## config.mk

```make
export PLATFORM = sky130hd
export DESIGN_NAME = ieg_top
export DESIGN_NICKNAME = d
export VERILOG_FILES = /design/src/ieg_pkg.sv /design/src/ieg_req_gate.sv /design/src/ieg_top.sv
export SDC_FILE = /design/constraint.sdc
export NUM_CORES = 1
export LEC_CHECK = 0
export BUFFER_PORTS_ARGS = -buffer_cell sky130_fd_sc_hd__buf_2
export CAP_MARGIN = 30
export CORE_AREA = 2 2 68 118
export CTS_CLUSTER_SIZE = 16
export DETAILED_ROUTE_END_ITERATION = 8
export DIE_AREA = 0 0 70 120
export GPL_ROUTABILITY_DRIVEN = 0
export MAX_ROUTING_LAYER = met4
export PLACE_DENSITY = 0.6
export SLEW_MARGIN = 20
export SYNTH_ARGS = -nofsm -noshare
export SYNTH_HDL_FRONTEND = slang
export SYNTH_SLANG_ARGS = --single-unit
```

## constraint.sdc

```tcl
create_clock -name sys_clk -period 0.9 [get_ports sys_clk]
set_input_delay 0.135 -clock sys_clk [delete_from_list [all_inputs] [get_ports sys_clk]]
set_output_delay 0.135 -clock sys_clk [all_outputs]
set_load 0.02 [all_outputs]
```

## src/ieg_pkg.sv

```systemverilog
// ieg_pkg: addresses, field positions, write masks and reset values of the
// interrupt enable registers, plus the index of each gated request source.
// assumes an 8-bit special-function-register port on the core clock.
package ieg_pkg;

    // register addresses on the sfr port
    localparam logic [7:0] IEG_ADDR_PRIMARY     = 8'h A8;
    localparam logic [7:0] IEG_ADDR_SECONDARY_B = 8'h B8;
    localparam logic [7:0] IEG_ADDR_SECONDARY_C = 8'h 9A;
    localparam logic [7:0] IEG_ADDR_SECONDARY_D = 8'h BE;

    // reset values
    localparam logic [7:0] IEG_RST_PRIMARY     = 8'h00;
    localparam logic [7:0] IEG_RST_SECONDARY_B = 8'h00;
    localparam logic [7:0] IEG_RST_SECONDARY_C = 8'h00;
    localparam logic [7:0] IEG_RST_SECONDARY_D = 8'h00;

    // implemented bits; reserved bits are not stored and read as zero
    localparam logic [7:0] IEG_MASK_PRIMARY     = 8'hFF;
    localparam logic [7:0] IEG_MASK_SECONDARY_B = 8'hFF;
    localparam logic [7:0] IEG_MASK_SECONDARY_C = 8'h3D;
    localparam logic [7:0] IEG_MASK_SECONDARY_D = 8'h0C;

    // primary register fields
    localparam int IEG_P_PIN_IRQ0    = 0;
    localparam int IEG_P_TIMER0_OVF  = 1;
    localparam int IEG_P_PIN_IRQ1    = 2;
    localparam int IEG_P_TIMER1_OVF  = 3;
    localparam int IEG_P_SERIAL_CH0  = 4;
    localparam int IEG_P_TIMER2      = 5;
    localparam int IEG_P_WDOG_REFR   = 6;
    localparam int IEG_P_GLOBAL_GATE = 7;

    // secondary b register fields
    localparam int IEG_B_CONV_DONE     = 0;
    localparam int IEG_B_PIN_IRQ2      = 1;
    localparam int IEG_B_WDOG_START    = 6;
    localparam int IEG_B_TIMER2_RELOAD = 7;

    // secondary c register fields
    localparam int IEG_C_SERIAL_CH1  = 0;
    localparam int IEG_C_CMP_BANK    = 2;
    localparam int IEG_C_CMP_TIMER   = 3;
    localparam int IEG_C_CMP_SET     = 4;
    localparam int IEG_C_CMP_CLR     = 5;

    // secondary d register fields
    localparam int IEG_D_CMP1_TIMER  = 2;
    localparam int IEG_D_CMP1_CAPCMP = 3;

    // request source indices on the req/periph_en/irq_req vectors
    localparam int IEG_NSRC          = 20;
    localparam int IEG_S_PIN_IRQ0    = 0;
    localparam int IEG_S_TIMER0_OVF  = 1;
    localparam int IEG_S_PIN_IRQ1    = 2;
    localparam int IEG_S_TIMER1_OVF  = 3;
    localparam int IEG_S_SERIAL_CH0  = 4;
    localparam int IEG_S_TIMER2      = 5;
    localparam int IEG_S_CONV_DONE   = 6;
    localparam int IEG_S_PIN_IRQ2    = 7;   // pin irqs 2..6 use 7..11
    localparam int IEG_S_NPIN_HI     = 5;
    localparam int IEG_S_T2_RELOAD   = 12;
    localparam int IEG_S_SERIAL_CH1  = 13;
    localparam int IEG_S_CMP_BANK    = 14;
    localparam int IEG_S_CMP_TIMER   = 15;
    localparam int IEG_S_CMP_SET     = 16;
    localparam int IEG_S_CMP_CLR     = 17;
    localparam int IEG_S_CMP1_TIMER  = 18;
    localparam int IEG_S_CMP1_CAPCMP = 19;

endpackage

```

## src/ieg_req_gate.sv

```systemverilog
// ieg_req_gate: per-source AND of flag, own enable, peripheral enable and
// global gate, registered toward the priority and acknowledge logic.
// assumes all inputs synchronous to sys_clk.
`timescale 1ns/1ps
`default_nettype none
module ieg_req_gate #(
    parameter int N = 20
) (
    input  wire logic         sys_clk,
    input  wire logic         nrst,
    input  wire logic [N-1:0] src_flag,
    input  wire logic [N-1:0] src_enable,
    input  wire logic [N-1:0] periph_enable,
    input  wire logic         global_gate,
    output logic      [N-1:0] gated_req
);
    logic [N-1:0] req_d;
    logic [N-1:0] req_q;

    // per-source gating, one term per source
    genvar g;
    generate
        for (g = 0; g < N; g++) begin : g_src
            // RQ14: all four terms
            always_comb begin
                req_d[g] = src_flag[g] & src_enable[g] & periph_enable[g] & global_gate;
            end
        end
    endgenerate

    // request register
    always_ff @(posedge sys_clk or negedge nrst) begin
        if (!nrst) begin
            req_q <= '0;
        end else begin
            req_q <= req_d;
        end
    end

    assign gated_req = req_q;
endmodule
`default_nettype wire

```

## src/ieg_top.sv

```systemverilog
// ieg_top: interrupt enable registers on the sfr port and the gating of
// every interrupt request by its enable bits and the global gate.
// assumes a single-cycle sfr write/read port from the core, inputs synchronous.
// Function
// RQ1: each source has its own enable bit
// RQ2: global gate low blocks every request
// RQ3: global gate high, per-source bit decides
// RQ4: reset clears all four enable registers
// RQ5: peripheral enable also required where present
// RQ6: primary bits 0,2 gate pin irqs
// RQ7: primary bits 1,3 gate timer overflows
// RQ8: primary bits 4,5 gate serial0, timer2
// RQ9: bit 6 is watchdog, not gating
// RQ10: secondary b bit 0 gates converter
// RQ11: secondary b bits 1-5 gate pin irqs 2-6
// RQ12: bit 7 gates only reload interrupt
// RQ13: third register gates compare and serial1
// RQ14: request needs flag, enables and global gate
`timescale 1ns/1ps
`default_nettype none
module ieg_top
    import ieg_pkg::*;
(
    input  wire logic                    sys_clk,
    input  wire logic                    nrst,
    input  wire logic [7:0]              sfr_addr,
    input  wire logic                    sfr_wr,
    input  wire logic [7:0]              sfr_wdata,
    input  wire logic                    sfr_rd,
    output logic      [7:0]              sfr_rdata,
    output logic                         sfr_hit,
    input  wire logic [ieg_pkg::IEG_NSRC-1:0] src_flag,
    input  wire logic [ieg_pkg::IEG_NSRC-1:0] periph_en,
    output logic      [ieg_pkg::IEG_NSRC-1:0] irq_req,
    output logic                         wdog_refresh_bit,
    output logic                         wdog_start_bit
);
    import ieg_pkg::*;

    logic [7:0] primary_q, primary_d;
    logic [7:0] sec_b_q, sec_b_d;
    logic [7:0] sec_c_q, sec_c_d;
    logic [7:0] sec_d_q, sec_d_d;
    logic [7:0] rdata_q, rdata_d;
    logic       hit_q, hit_d;
    logic       wdog_refr_q, wdog_refr_d;
    logic       wdog_start_q, wdog_start_d;
    logic [IEG_NSRC-1:0] src_en;

    // register writes, reserved bits masked off
    always_comb begin
        primary_d    = primary_q;
        sec_b_d      = sec_b_q;
        sec_c_d      = sec_c_q;
        sec_d_d      = sec_d_q;
        // RQ1: software sets or clears
        if (sfr_wr) begin
            case (sfr_addr)
                IEG_ADDR_PRIMARY:     primary_d = sfr_wdata & IEG_MASK_PRIMARY;
                IEG_ADDR_SECONDARY_B: sec_b_d   = sfr_wdata & IEG_MASK_SECONDARY_B;
                IEG_ADDR_SECONDARY_C: sec_c_d   = sfr_wdata & IEG_MASK_SECONDARY_C;
                IEG_ADDR_SECONDARY_D: sec_d_d   = sfr_wdata & IEG_MASK_SECONDARY_D;
                default: ;
            endcase
        end
    end

    // RQ4: all disabled at reset
    always_ff @(posedge sys_clk or negedge nrst) begin
        if (!nrst) begin
            primary_q <= IEG_RST_PRIMARY;
            sec_b_q   <= IEG_RST_SECONDARY_B;
            sec_c_q   <= IEG_RST_SECONDARY_C;
            sec_d_q   <= IEG_RST_SECONDARY_D;
        end else begin
            primary_q <= primary_d;
            sec_b_q   <= sec_b_d;
            sec_c_q   <= sec_c_d;
            sec_d_q   <= sec_d_d;
        end
    end

    // read path, answer one cycle after the read strobe
    always_comb begin
        rdata_d = 8'h00;
        hit_d   = 1'b0;
        if (sfr_rd) begin
            hit_d = 1'b1;
            case (sfr_addr)
                IEG_ADDR_PRIMARY:     rdata_d = primary_q;
                IEG_ADDR_SECONDARY_B: rdata_d = sec_b_q;
                IEG_ADDR_SECONDARY_C: rdata_d = sec_c_q;
                IEG_ADDR_SECONDARY_D: rdata_d = sec_d_q;
                default:              hit_d   = 1'b0;
            endcase
        end
    end

    // watchdog bits: a write of one pulses the request for one cycle
    always_comb begin
        // RQ9: watchdog bits not gating
        wdog_refr_d  = sfr_wr && (sfr_addr == IEG_ADDR_PRIMARY)
                       && sfr_wdata[IEG_P_WDOG_REFR];
        wdog_start_d = sfr_wr && (sfr_addr == IEG_ADDR_SECONDARY_B)
                       && sfr_wdata[IEG_B_WDOG_START];
    end

    // read data and watchdog pulse registers
    always_ff @(posedge sys_clk or negedge nrst) begin
        if (!nrst) begin
            rdata_q      <= 8'h00;
            hit_q        <= 1'b0;
            wdog_refr_q  <= 1'b0;
            wdog_start_q <= 1'b0;
        end else begin
            rdata_q      <= rdata_d;
            hit_q        <= hit_d;
            wdog_refr_q  <= wdog_refr_d;
            wdog_start_q <= wdog_start_d;
        end
    end

    // map each source to its own enable bit
    always_comb begin
        src_en = '0;
        // RQ6: pin irq 0 and 1
        src_en[IEG_S_PIN_IRQ0]   = primary_q[IEG_P_PIN_IRQ0];
        src_en[IEG_S_PIN_IRQ1]   = primary_q[IEG_P_PIN_IRQ1];
        // RQ7: timer overflow enables
        src_en[IEG_S_TIMER0_OVF] = primary_q[IEG_P_TIMER0_OVF];
        src_en[IEG_S_TIMER1_OVF] = primary_q[IEG_P_TIMER1_OVF];
        // RQ8: serial0 and timer2
        src_en[IEG_S_SERIAL_CH0] = primary_q[IEG_P_SERIAL_CH0];
        src_en[IEG_S_TIMER2]     = primary_q[IEG_P_TIMER2];
        // RQ10: converter done enable
        src_en[IEG_S_CONV_DONE]  = sec_b_q[IEG_B_CONV_DONE];
        // RQ11: pin irqs 2 to 6
        for (int i = 0; i < IEG_S_NPIN_HI; i++) begin
            src_en[IEG_S_PIN_IRQ2 + i] = sec_b_q[IEG_B_PIN_IRQ2 + i];
        end
        // RQ12: reload interrupt only
        src_en[IEG_S_T2_RELOAD]  = sec_b_q[IEG_B_TIMER2_RELOAD];
        // RQ13: compare and serial1 enables
        src_en[IEG_S_SERIAL_CH1] = sec_c_q[IEG_C_SERIAL_CH1];
        src_en[IEG_S_CMP_BANK]   = sec_c_q[IEG_C_CMP_BANK];
        src_en[IEG_S_CMP_TIMER]  = sec_c_q[IEG_C_CMP_TIMER];
        src_en[IEG_S_CMP_SET]    = sec_c_q[IEG_C_CMP_SET];
        src_en[IEG_S_CMP_CLR]    = sec_c_q[IEG_C_CMP_CLR];
        src_en[IEG_S_CMP1_TIMER]  = sec_d_q[IEG_D_CMP1_TIMER];
        src_en[IEG_S_CMP1_CAPCMP] = sec_d_q[IEG_D_CMP1_CAPCMP];
    end

    // RQ2: global gate on every source
    // RQ3: own bit decides when high
    // RQ5: peripheral enable joins the AND
    ieg_req_gate #(
        .N (IEG_NSRC)
    ) u_gate (
        .sys_clk       (sys_clk),
        .nrst          (nrst),
        .src_flag      (src_flag),
        .src_enable    (src_en),
        .periph_enable (periph_en),
        .global_gate   (primary_q[IEG_P_GLOBAL_GATE]),
        .gated_req     (irq_req)
    );

    assign sfr_rdata        = rdata_q;
    assign sfr_hit          = hit_q;
    assign wdog_refresh_bit = wdog_refr_q;
    assign wdog_start_bit   = wdog_start_q;
endmodule
`default_nettype wire

```

==> results_dict.tcl <==
set metrics [dict create \
    synth_top_family_by_area "simple AND/OR/NAND/NOR gates" \
    area_growth_pct 66.7 \
    synth_top_area_share_pct 62.0 \
    postSynthAreaPerCell_um2 14.6 \
    slew_headroom_pct 80.5 \
    cp-end-kind "flip-flop" \
    finalSetupViolCount 65 \
    crit_path_max_fanout 4 \
    p_leak_nw 1.85 \
    fp.dieH_um 120 \
    path_clk_slew_ns 0.07 \
    start_kind "input pin" \
    max_freq_mhz 897 \
    synth.area.top_cells "dfrtp_1, mux2_2, and4_1" \
    root_buffer "clkbuf_16" \
    p_comb_share_pct 10.6 \
    ys_warn_count 0 \
    synth-compound-area-share_pct 2.24 \
    ys_seq_elements 54 \
    layout-drive-gt1-share_pct 65.7 \
    finalWirelength_mm 5.84 \
    power.share.switching_pct 22.1 \
    slowest_stage "and4b_2" \
    first_pass_iters 4 \
    pin_count 91 \
    max_stage_delay_ns 0.33 \
    p_clk_share_pct 39.0 \
    cp_data_required_time_ns 1.08 \
    synth_top_area_cell "dfrtp_1" \
    crit_chain "buf_8 -> nor4b_4 -> and4b_2 -> clkbuf_16 -> mux2_4" \
    share_seq_of_total_power_pct 50.4 \
    final_max_slew_viol_count 0 \
    synth_common_cells "dfrtp_1, mux2_2, and4_1, nand4_1" \
    hold_path_class "input pin to flip-flop" \
    min_period_ns 1.11 \
    ant_nets 0 \
    postSynthCellCount 149 \
    async_reset_ff_share_pct 100 \
    grt_pass1_wl_mm 9.29 \
    skew_ns 0.00349 \
    critical_path_arrival_ns 1.29 \
    yosysMostFrequentCell "dfrtp_1" \
    drc_errors 0 \
    num-nets-final 348 \
    critPathKind "input pin to flip-flop" \
    grt_pass1_vias 1865 \
    avgViaCountPerCell 4.67 \
    fillCellCount 705 \
    synth.net_count 209 \
    ys_seq_area_share_pct 62.0 \
    synthesis.area_um2 2180 \
    grt-ovfl-total 0 \
    worstMarginPinSlew_ns 0.292 \
    finalSetupTns_ns -5.39 \
    synthAdderAreaFrac_pct 0 \
    htreeDepth 2 \
    insertedDiodeCount 0 \
    synth_edf_count 0 \
    internal_power_mw 3.89 \
    yosys.area_share.simple_pct 17.8 \
    rsz0062_at_grt "yes" \
    synth-xor-area-share_pct 0.402 \
    hold_viol 0 \
    p_switching_mw 1.11 \
    antenna_found_initial 0 \
    timing.final.crit_share_pct 124 \
    status "complete, but fails checks" \
    wl_per_cell_um 15.5 \
    drt-initial-drc-count 69 \
    clock_sinks 54 \
    port_buffers 90 \
    max_cap_viol_count 0 \
    setup_slack_ns -0.215 \
    coreArea_um2 7460 \
    ys_types 23 \
    failed_checks "negative setup slack" \
    grt_max_degree 55 \
    cts.path.max_buffers 2 \
    via_count 1762 \
    post-dp-hpwl_mm 4.29 \
    cts_tree "built" \
    clkLatencyLatePin_ns 0.29 \
    start_util_pct 29.2 \
    grt.total_usage_pct 14.6 \
    dp_slack_ns -0.556 \
    ir_drop_uv 842 \
    fp.dieW_um 70 \
    numCtsBuffers 5 \
    muxShareOfSynthArea_pct 15.9 \
    rows 42 \
    powerDensity_nw_per_um2 1380 \
    die_area_um2 8400 \
    synthFlopType "dfrtp_1" \
]
power groups by stage:
stage,clock network [mW],registers (mW),logic (mW)
finish,1.95,2.52,0.530
global route,2.11,2.52,0.585
CTS,2.01,2.51,0.500
detailed placement,0,2.56,0.470
global placement,0,2.56,0.458
floorplan,0,2.55,0.141
registers in the layout, summed over array words and instances (netlist names):
signal and count:
wdog_refresh_bit 1, sfr_hit 1, sec_d_q 2, primary_q 8, u_gate.gated_req 20, sec_c_q 5, sec_b_q 8, wdog_start_bit 1
sfr_rdata 8
cells in the final DEF (no fill, tap or decap):
| master | count |
|---|---|
| dfrtp_2 | 1 |
| clkinv_2 | 1 |
| dfrtp_1 | 53 |
| mux2_4 | 10 |
| buf_12 | 2 |
| clkbuf_16 | 6 |
| and4_1 | 19 |
| a21boi_2 | 1 |
| a21boi_1 | 2 |
| nor4b_4 | 2 |
| dlygate4sd3_1 | 1 |
| clkbuf_8 | 1 |
| nand4_4 | 1 |
| mux2i_1 | 3 |
| buf_6 | 47 |
| clkinvlp_4 | 1 |
| and2_4 | 1 |
| and3b_2 | 1 |
| a311oi_2 | 2 |
| nor2_1 | 6 |
| nand3_2 | 3 |
| a32oi_2 | 1 |
| mux2_2 | 18 |
| buf_4 | 30 |
| buf_8 | 1 |
| buf_2 | 57 |
| nand3b_1 | 1 |
| inv_1 | 1 |
| nand3_1 | 3 |
| xnor2_1 | 1 |
| nand4_1 | 9 |
| and4_4 | 1 |
| and4b_2 | 2 |
through the flow:
step                std cells  utilization, %  power [mW]  hold slack [ns]  cell area, um^2
floorplan                 149               -        2.69           -0.161             2230
global placement          357            40.7        3.02            0.151             3040
detailed placement        357            40.7        3.03            0.159             3040
CTS                       370            47.2        5.03           0.0807             3520
global route              377            48.7        5.21           0.0947             3630
finish                    377            48.7        4.99           0.0796             3630
routing by layer:
layer  global-route usage (%)  wire length, um
met1                     17.1             2260
met5                        -                0
met4                     5.53              116
met3                     2.77              247
met2                     24.8             3210
final cells by class:
cell class	count	area, um^2	share of cell area, %
Tap cell	88	110	3.03
Clock inverter	2	12.5	0.345
Timing Repair Buffer	139	1130	31.1
Multi-Input combinational cell	87	883	24.3
Sequential cell	54	1350	37.3
Clock buffer	6	139	3.82
Inverter	1	3.75	0.103
kinds of logic (layout without fill, tap and decap cells):
group,count (synthesis),after routing
AO/OA/AOI/OAI,6,6
flip-flops,54,54
AND/OR/NAND/NOR,49,49
multiplexers,31,31
XOR/XNOR,1,1
buffers and inverters,8,148
repair_timing:
| item | in CTS | in global routing |
|---|---|---|
| buffers inserted | 3 | 6 |
| pin swaps | 9 | 21 |
| hold buffers | 1 | 0 |
| gates cloned | 1 | 1 |
| endpoints found under the setup margin | 63 | 82 |
| hold endpoints to repair | 54 | 0 |
| gates resized for setup | 82 | 18 |
worst max-delay path: cells and delay by family:
kind / cells / cell delay (ns)
simple gates: 2 / 0.60
buf+inv: 2 / 0.27
mux: 1 / 0.29
path summary, 6_finish.rpt:
kind	from	to	slack, ns	cells past startpoint
setup reg to reg	primary_q[3]	sfr_rdata[3]	-0.05	3
min in group asynchronous	nrst	wdog_start_bit	0.36	3
max in group asynchronous	nrst	sfr_rdata[5]	0.28	3
hold / removal	sfr_wdata[6]	wdog_start_bit	0.08	3
hold reg to reg	sec_b_q[6]	sec_b_q[6]	0.51	1
setup / recovery	sfr_addr[0]	primary_q[3]	-0.21	5
No activity file was read; power rests on OpenSTA's default activity.
